File: config.mk
export PLATFORM = sky130hd
export DESIGN_NAME = half_bridge_driver_ctrl
export DESIGN_NICKNAME = d
export VERILOG_FILES = /design/src/rtl/hb_ctrl_pkg.sv /design/src/rtl/half_bridge_driver_ctrl.sv
export SDC_FILE = /design/constraint.sdc
export NUM_CORES = 1
export LEC_CHECK = 0
export BUFFER_PORTS_ARGS = -buffer_cell sky130_fd_sc_hd__buf_2
export CORE_UTILIZATION = 48
export DETAILED_ROUTE_END_ITERATION = 12
export PLACE_DENSITY = 0.88
export SLEW_MARGIN = 20
export SYNTH_ARGS = -nofsm -noshare
export SYNTH_HDL_FRONTEND = slang
export SYNTH_SLANG_ARGS = --single-unit
export TNS_END_PERCENT = 30
File: constraint.sdc
create_clock -name clock -period 2.1 [get_ports clock]
set_input_delay 0.21 -clock clock [delete_from_list [all_inputs] [get_ports clock]]
set_output_delay 0.21 -clock clock [all_outputs]
set_load 0.01 [all_outputs]
File: src/rtl/hb_ctrl_pkg.sv
// Package with modes, diagnostic bit positions, timing constants and carrier types of the half-bridge control.
package hb_ctrl_pkg;

  // Mode decode of the two mode-select inputs.
  typedef enum logic [1:0] {
    MODE_NORMAL    = 2'b00,
    MODE_SHORT_OFF = 2'b01,
    MODE_SHORT_ON  = 2'b10,
    MODE_DISCHARGE = 2'b11
  } mode_t;

  // Start-up sequencer states.
  typedef enum logic [1:0] {
    ST_WAIT   = 2'b00,
    ST_START  = 2'b01,
    ST_STABLE = 2'b10
  } phase_t;

  // Diagnostic bit positions inside the bitstream word.
  localparam int DIAG_W          = 29;
  localparam int BIT_TEMP1       = 23;
  localparam int BIT_TEMP2       = 24;
  localparam int BIT_OVERCURRENT = 25;
  localparam int BIT_INTERLOCK   = 28;

  // Timing: clock period and start-up delay, both in nanoseconds.
  localparam int CLK_PERIOD_NS    = 8;
  localparam int STARTUP_DELAY_NS = 10000;
  localparam int STARTUP_CYCLES   = (STARTUP_DELAY_NS + CLK_PERIOD_NS - 1) / CLK_PERIOD_NS;
  // Converter start-up phase length in cycles after the delay expires.
  localparam int CONV_START_NS     = 2000;
  localparam int CONV_START_CYCLES = (CONV_START_NS + CLK_PERIOD_NS - 1) / CLK_PERIOD_NS;
  localparam int CNT_W             = 16;

  // Reset values.
  localparam logic [DIAG_W-1:0] DIAG_RESET = {DIAG_W{1'b1}};

  // Sensor inputs of one channel.
  typedef struct packed {
    logic tempWarn1;
    logic tempWarn2;
    logic overcurrentA;
    logic overcurrentB;
  } conv_sense_t;

  // Mode inputs of one channel.
  typedef struct packed {
    logic modeEnable;
    logic modeSelect;
  } mode_in_t;

endpackage : hb_ctrl_pkg

File: src/rtl/half_bridge_driver_ctrl.sv
// Primary-side control of a dual-channel half-bridge gate driver: modes, interlock and converter reactions.
`timescale 1ns/100ps
`default_nettype none

module half_bridge_driver_ctrl (
  input  wire logic                                clock,
  input  wire logic                                rst_b,
  input  wire logic                                suppliesGood,
  input  wire hb_ctrl_pkg::mode_in_t               modeBottom,
  input  wire hb_ctrl_pkg::mode_in_t               modeTop,
  input  wire logic                                gate_cmd_bottom,
  input  wire logic                                gate_cmd_top,
  input  wire hb_ctrl_pkg::conv_sense_t            senseBottom,
  input  wire hb_ctrl_pkg::conv_sense_t            senseTop,
  output var  logic                                gateBottom,
  output var  logic                                gateTop,
  output var  logic                                convRunBottom,
  output var  logic                                convRunTop,
  output var  logic                                dischargeBottom,
  output var  logic                                dischargeTop,
  output var  logic                                operating,
  output var  logic [hb_ctrl_pkg::DIAG_W-1:0]      diagBottom,
  output var  logic [hb_ctrl_pkg::DIAG_W-1:0]      diagTop
);

  // Synchroniser stages: first stage feeds only the second.
  logic [5:0] syncMeta;
  logic [5:0] syncIn;
  logic [5:0] rawIn;
  hb_ctrl_pkg::mode_t modeB;
  hb_ctrl_pkg::mode_t modeT;
  logic cmdB;
  logic cmdT;

  assign rawIn = {modeBottom.modeEnable, modeBottom.modeSelect, modeTop.modeEnable,
                  modeTop.modeSelect, gate_cmd_bottom, gate_cmd_top};

  // Two flops per input so a mode change is decoded from a clean level.
  always_ff @(posedge clock or negedge rst_b) begin
    if (!rst_b) begin
      syncMeta <= 6'h00;
      syncIn   <= 6'h00;
    end else begin
      syncMeta <= rawIn;
      syncIn   <= syncMeta;
    end
  end

  // Mode decode from enable and select.
  function automatic hb_ctrl_pkg::mode_t decodeMode(input logic en, input logic sel);
    hb_ctrl_pkg::mode_t m;
    case ({en, sel})
      2'b00:   m = hb_ctrl_pkg::MODE_NORMAL;
      2'b10:   m = hb_ctrl_pkg::MODE_SHORT_OFF;
      2'b11:   m = hb_ctrl_pkg::MODE_SHORT_ON;
      2'b01:   m = hb_ctrl_pkg::MODE_DISCHARGE;
      default: m = hb_ctrl_pkg::MODE_NORMAL;
    endcase
    return m;
  endfunction : decodeMode

  assign modeB = decodeMode(syncIn[5], syncIn[4]);
  assign modeT = decodeMode(syncIn[3], syncIn[2]);
  assign cmdB  = syncIn[1];
  assign cmdT  = syncIn[0];

  // Start-up sequencer: waits the delay, then a converter start-up phase, then stable.
  hb_ctrl_pkg::phase_t phase;
  hb_ctrl_pkg::phase_t next_phase;
  logic [hb_ctrl_pkg::CNT_W-1:0] count;
  logic [hb_ctrl_pkg::CNT_W-1:0] next_count;

  always_comb begin
    next_phase = phase;
    next_count = count;
    case (phase)
      hb_ctrl_pkg::ST_WAIT: begin
        if (!suppliesGood) begin
          next_count = '0;
        end else if (count == hb_ctrl_pkg::CNT_W'(hb_ctrl_pkg::STARTUP_CYCLES - 1)) begin
          next_phase = hb_ctrl_pkg::ST_START;
          next_count = '0;
        end else begin
          next_count = count + 1'b1;
        end
      end
      hb_ctrl_pkg::ST_START: begin
        if (count == hb_ctrl_pkg::CNT_W'(hb_ctrl_pkg::CONV_START_CYCLES - 1)) begin
          next_phase = hb_ctrl_pkg::ST_STABLE;
          next_count = '0;
        end else begin
          next_count = count + 1'b1;
        end
      end
      hb_ctrl_pkg::ST_STABLE: begin
        next_count = '0;
      end
      default: begin
        next_phase = hb_ctrl_pkg::ST_WAIT;
        next_count = '0;
      end
    endcase
    // Losing supply restarts the whole sequence.
    if (!suppliesGood) begin
      next_phase = hb_ctrl_pkg::ST_WAIT;
      next_count = '0;
    end
  end

  always_ff @(posedge clock or negedge rst_b) begin
    if (!rst_b) begin
      phase <= hb_ctrl_pkg::ST_WAIT;
      count <= '0;
    end else begin
      phase <= next_phase;
      count <= next_count;
    end
  end

  logic active;
  logic inStart;
  assign active  = (phase != hb_ctrl_pkg::ST_WAIT);
  assign inStart = (phase == hb_ctrl_pkg::ST_START);

  // Gate path: shared interlock unless either channel is discharging, then mode override.
  logic discB;
  logic discT;
  logic bothOn;
  logic interlockHit;
  logic next_gateB;
  logic next_gateT;

  always_comb begin
    discB        = (modeB == hb_ctrl_pkg::MODE_DISCHARGE);
    discT        = (modeT == hb_ctrl_pkg::MODE_DISCHARGE);
    bothOn       = cmdB && cmdT;
    // Interlock is only armed when neither side is discharging, since a lock needs both ends.
    interlockHit = active && bothOn && !discB && !discT;
    next_gateB   = active && cmdB && !interlockHit;
    next_gateT   = active && cmdT && !interlockHit;
    if (active && modeB == hb_ctrl_pkg::MODE_SHORT_OFF) next_gateB = 1'b0;
    if (active && modeB == hb_ctrl_pkg::MODE_SHORT_ON)  next_gateB = 1'b1;
    if (active && modeT == hb_ctrl_pkg::MODE_SHORT_OFF) next_gateT = 1'b0;
    if (active && modeT == hb_ctrl_pkg::MODE_SHORT_ON)  next_gateT = 1'b1;
  end

  // Converter reaction per channel from its sensors and the current phase.
  logic ocB;
  logic ocT;
  logic next_runB;
  logic next_runT;
  logic [hb_ctrl_pkg::DIAG_W-1:0] next_diagB;
  logic [hb_ctrl_pkg::DIAG_W-1:0] next_diagT;

  always_comb begin
    ocB = senseBottom.overcurrentA || senseBottom.overcurrentB;
    ocT = senseTop.overcurrentA || senseTop.overcurrentB;
    // Level two stops in any phase; overcurrent only during start-up; level one never stops.
    next_runB = active && !senseBottom.tempWarn2 && !(inStart && ocB);
    next_runT = active && !senseTop.tempWarn2 && !(inStart && ocT);
    // Flags are recomputed every cycle, so each returns high once its cause is gone.
    next_diagB = hb_ctrl_pkg::DIAG_RESET;
    next_diagT = hb_ctrl_pkg::DIAG_RESET;
    if (active) begin
      next_diagB[hb_ctrl_pkg::BIT_TEMP1] = !(senseBottom.tempWarn1 || senseBottom.tempWarn2);
      next_diagB[hb_ctrl_pkg::BIT_TEMP2] = !senseBottom.tempWarn2;
      next_diagB[hb_ctrl_pkg::BIT_OVERCURRENT] = !ocB;
      next_diagB[hb_ctrl_pkg::BIT_INTERLOCK] = !interlockHit;
      next_diagT[hb_ctrl_pkg::BIT_TEMP1] = !(senseTop.tempWarn1 || senseTop.tempWarn2);
      next_diagT[hb_ctrl_pkg::BIT_TEMP2] = !senseTop.tempWarn2;
      next_diagT[hb_ctrl_pkg::BIT_OVERCURRENT] = !ocT;
      next_diagT[hb_ctrl_pkg::BIT_INTERLOCK] = !interlockHit;
    end
  end

  // Output registers.
  always_ff @(posedge clock or negedge rst_b) begin
    if (!rst_b) begin
      gateBottom      <= 1'b0;
      gateTop         <= 1'b0;
      convRunBottom   <= 1'b0;
      convRunTop      <= 1'b0;
      dischargeBottom <= 1'b0;
      dischargeTop    <= 1'b0;
      operating       <= 1'b0;
      diagBottom      <= hb_ctrl_pkg::DIAG_RESET;
      diagTop         <= hb_ctrl_pkg::DIAG_RESET;
    end else begin
      gateBottom      <= next_gateB;
      gateTop         <= next_gateT;
      convRunBottom   <= next_runB;
      convRunTop      <= next_runT;
      dischargeBottom <= active && discB;
      dischargeTop    <= active && discT;
      operating       <= active;
      diagBottom      <= next_diagB;
      diagTop         <= next_diagT;
    end
  end

  // Assertions next to the logic they guard.
  a_gate_never_both: assert property (@(posedge clock) disable iff (!rst_b)
    (gateBottom && gateTop) |-> ($past(modeB) != hb_ctrl_pkg::MODE_NORMAL || $past(modeT) != hb_ctrl_pkg::MODE_NORMAL))
    else $error("Both gates on in normal mode.");
  a_interlock_flag: assert property (@(posedge clock) disable iff (!rst_b)
    (active && cmdB && cmdT && !discB && !discT) |=> (!diagBottom[28] && !diagTop[28]))
    else $error("Interlock flag not lowered.");
  a_short_on_hold: assert property (@(posedge clock) disable iff (!rst_b)
    (active && modeB == hb_ctrl_pkg::MODE_SHORT_ON) |=> gateBottom)
    else $error("Forced-on bottom gate not on.");
  a_short_off_hold: assert property (@(posedge clock) disable iff (!rst_b)
    (active && modeT == hb_ctrl_pkg::MODE_SHORT_OFF) |=> !gateTop)
    else $error("Forced-off top gate not off.");
  a_temp2_stops: assert property (@(posedge clock) disable iff (!rst_b)
    (active && senseBottom.tempWarn2) |=> (!convRunBottom && !diagBottom[23] && !diagBottom[24]))
    else $error("Level two temperature reaction wrong.");
  a_temp1_runs: assert property (@(posedge clock) disable iff (!rst_b)
    (active && senseTop.tempWarn1 && !senseTop.tempWarn2 && !ocT) |=> (convRunTop && !diagTop[23] && diagTop[24]))
    else $error("Level one temperature reaction wrong.");
  a_oc_startup: assert property (@(posedge clock) disable iff (!rst_b)
    (inStart && ocB) |=> (!convRunBottom && !diagBottom[25]))
    else $error("Start-up overcurrent did not stop converter.");
  a_oc_stable: assert property (@(posedge clock) disable iff (!rst_b)
    (phase == hb_ctrl_pkg::ST_STABLE && ocT && !senseTop.tempWarn2) |=> (convRunTop && !diagTop[25]))
    else $error("Stable overcurrent reaction wrong.");
  a_flag_recovers: assert property (@(posedge clock) disable iff (!rst_b)
    (!ocB ##1 !ocB) |=> diagBottom[25])
    else $error("Overcurrent flag did not return high.");
  a_wait_idle: assert property (@(posedge clock) disable iff (!rst_b)
    (phase == hb_ctrl_pkg::ST_WAIT) |=> (!gateBottom && !gateTop && !operating))
    else $error("Activity before start-up delay.");
  a_sync_latency: assert property (@(posedge clock) disable iff (!rst_b)
    $rose(gate_cmd_top) ##1 gate_cmd_top |=> cmdT)
    else $error("Synchroniser latency wrong.");

  c_stable_reached: cover property (@(posedge clock) disable iff (!rst_b) phase == hb_ctrl_pkg::ST_STABLE);
  c_interlock_event: cover property (@(posedge clock) disable iff (!rst_b) !diagBottom[28]);
  c_discharge_both: cover property (@(posedge clock) disable iff (!rst_b) dischargeBottom && gateBottom && gateTop);
  c_short_on: cover property (@(posedge clock) disable iff (!rst_b) active && modeT == hb_ctrl_pkg::MODE_SHORT_ON);

endmodule : half_bridge_driver_ctrl

`default_nettype wire

==> impl_results.md <==
* Status: finished, final reports clean
* I/O Buffers at 31
* Diodes inserted at 0
* Post-synthesis cell type count at 32
* Clk_lat worst skew at 300 ps
* Max-slew violation count at 0
* Setup bufs post-CTS at 0
* Max VDD drop at 0.259 mV
* Synth Cell Area at 0.00213 mm²
* Syn_area_per_cell at 10.6 µm²
* Synth warnings at 0
* Maxcap violations at 0
* Final Core Density at 55.0%
* Number of synthesized register bits at 44
* Core ar. at 0.00412 mm²
* Static Leakage at 1.04 nW
* Detailed-router iteration count before antenna repair at 4
* Cell Area, Placed at 0.00212 mm²
* Post-DR wirelength/cell at 11.2 µm
* Iteration-0 DRC Markers at 89
* Die Height at 68.6 µm
* Critical path required time at 2260 ps
* Most frequent cells in the layout: conb_1, dfrtp_1, buf_2, nor3_1, xnor2_1
* Max Clock Skew at 5.75 ps
* Synth top area cells: dfrtp_1, buf_4, dfstp_2, xnor2_1, nor3_1
* Resized cells post-CTS at 0
* I/O pin count at 82
* Crit Path Max Fanout at 6
* Fin area at 0.00226 mm²
* First-pass GRT wire length at 5020 µm
* Number of cell rows at 23
* CTS sink count at 44
* Synth area leader: dfrtp_1
* Post-synthesis cell count at 201
* Post-Route WL at 3210 µm
* Total track usage at 15.2%
* Grt total ovfl at 0
* Vias in the first global route at 1,150
* # DRC at 0
* WP data arrival at 1880 ps
* Critical path launch point type: flip-flop
* Pre-CTS WS at 371 ps
* RSZ-0062 raised after global routing: no
* Final hold slack at 17.3 ps
* CTS hold repair buffers at 0
* CTS Buf Count at 5
* Fin Setup TNS at 0 ps
* Cell chain of the critical path: ha_1 -> nand3_1 -> nor4_1 -> xnor2_1 -> nor3_1
* Final hold violations at 0
* Global placer's final weighted congestion at 0.802
* Slowest CP cell: nor4_1
* F_max at 579 MHz
* Rel. slew slack at 40.2%
* Starting Density at 51.7%
* Area delta synth->final at 6.35%
* Least-Margin Pin Slew at 897 ps
* Share of cells above drive strength 1 at 21.2%
* CTS tree: built
* Die W at 68.6 µm
* PD cells at 717 mW/mm²
* Max incr delay on CP at 470 ps
* # H-tree levels at 2
* Worst setup margin at 372 ps
* Via count at 1,345
* Area share of the largest cell type after synthesis at 43.5%
* Nets at 254
* HP Class: in -> reg
* Root Driver: clkbuf_8
* Crit path kind: reg -> reg
* Clock Path Buffers at 2
* Register area share after synthesis at 52.1%
* CP endpoint kind: flip-flop
* Clock Pin Slew Worst Setup and Hold Paths at 80 ps
* HPWL Detailed at 2220 µm
* Minimum clock period at 1730 ps
* Via density at 4.70
* Final setup viols at 0
* Largest net degree at the start of global routing at 45
* Full die area at 0.00471 mm²
* Antenna violations before repair at 0
* Routed Antenna Nets at 0
* Commonest non-fill, non-tap cell in the layout: conb_1
* Crit share post-route at 82.3%
==> layout make-up <==
class / instances / area, µm²
Timing Repair Buffer: 34 / 185
Tap cell: 50 / 62.6
Clock inverter: 3 / 46.3
Multi-Input combinational cell: 145 / 773
Fill cell: 363 / 1850
Sequential cell: 44 / 1110
Clock buffer: 5 / 68.8
Inverter: 5 / 18.8
==> registers in the layout, indices dropped and copies added (netlist names) <==
| signal | count |
|---|---|
| syncMeta | 6 |
| phase | 2 |
| dischargeBottom | 1 |
| convRunTop | 1 |
| operating | 1 |
| dischargeTop | 1 |
| gateBottom | 1 |
| diagBottom | 3 |
| diagTop | 4 |
| gateTop | 1 |
| syncIn | 6 |
| count | 16 |
| convRunBottom | 1 |
==> path summary, 6_finish.rpt <==
path	start	endpoint	slack, ps	cells past startpoint
max reg2reg	count[0]	count[12]	370	5
min reg2reg	syncMeta[5]	syncIn[5]	350	0
min in group asynchronous	rst_b	dischargeBottom	30	1
max in group asynchronous	rst_b	count[7]	1510	1
min	gate_cmd_top	syncMeta[0]	20	1
max	count[0]	count[12]	370	5
==> worst max-delay path: cells and delay by family (launching register included) <==
kind                       cells  cell delay, ps
xor gates and xnor gates       1             170
adders and majority gates      1             210
DFF                            1             420
and+or+nand+nor                3             800
==> power by group <==
part	leakage, nW	switching [mW]	total (mW)	internal, mW
clock network	0.0548	0.292	0.650	0.358
logic	0.422	0.0762	0.100	0.0240
registers	0.560	0.0105	0.874	0.863
total	1.04	0.378	1.62	1.25
==> cell families after synthesis <==
| logic type | Yosys count | share of synthesized area [%] |
|---|---|---|
| AND/OR/NAND/NOR | 67 | 17.1 |
| buffers and inverters | 61 | 20.2 |
| flip-flops | 44 | 52.1 |
| XOR/XNOR | 14 | 5.76 |
| AO/OA/AOI/OAI | 12 | 3.47 |
| adder cells (fa/ha/maj) | 2 | 1.17 |
| other | 1 | 0.176 |
==> through the flow <==
stage               total power [mW]  instances
floorplan                       1.02        250
global placement               0.984        275
detailed placement             0.986        275
CTS                             1.64        283
global route                    1.69        286
finish                          1.62        286
==> metal layers <==
| metal | vias to the layer above | track usage, % | routed length, µm |
|---|---|---|---|
| met1 | 638 | 16.9 | 1270 |
| met3 | 6 | 5.92 | 263 |
| met4 | 0 | 8.33 | 61 |
| met5 | - | 0 | 0 |
| met2 | 63 | 25.0 | 1610 |
| li1 | 638 | - | - |
==> Yosys cell counts <==
cell type and count:
nand2_1 8, or2_0 1, nor3_1 22, ha_1 2
o21a_1 1, xor2_1 1, a21oi_4 1, and2_1 2
a21oi_1 5, nor2b_1 3, nand2b_1 1, xnor2_1 13
clkbuf_1 1, clkbuf_2 2, nor2_1 7, dfrtp_1 37
nor4_1 6, nand4b_1 1, nand3_1 6, or4_4 1
buf_6 1, conb_1 1, o21ai_0 5, buf_4 51
inv_1 4, inv_2 1, dfstp_2 7, and4b_2 1
buf_1 1, nand3b_1 3, or4_1 1, nand4_1 4
(Power assumes the default switching activity.)
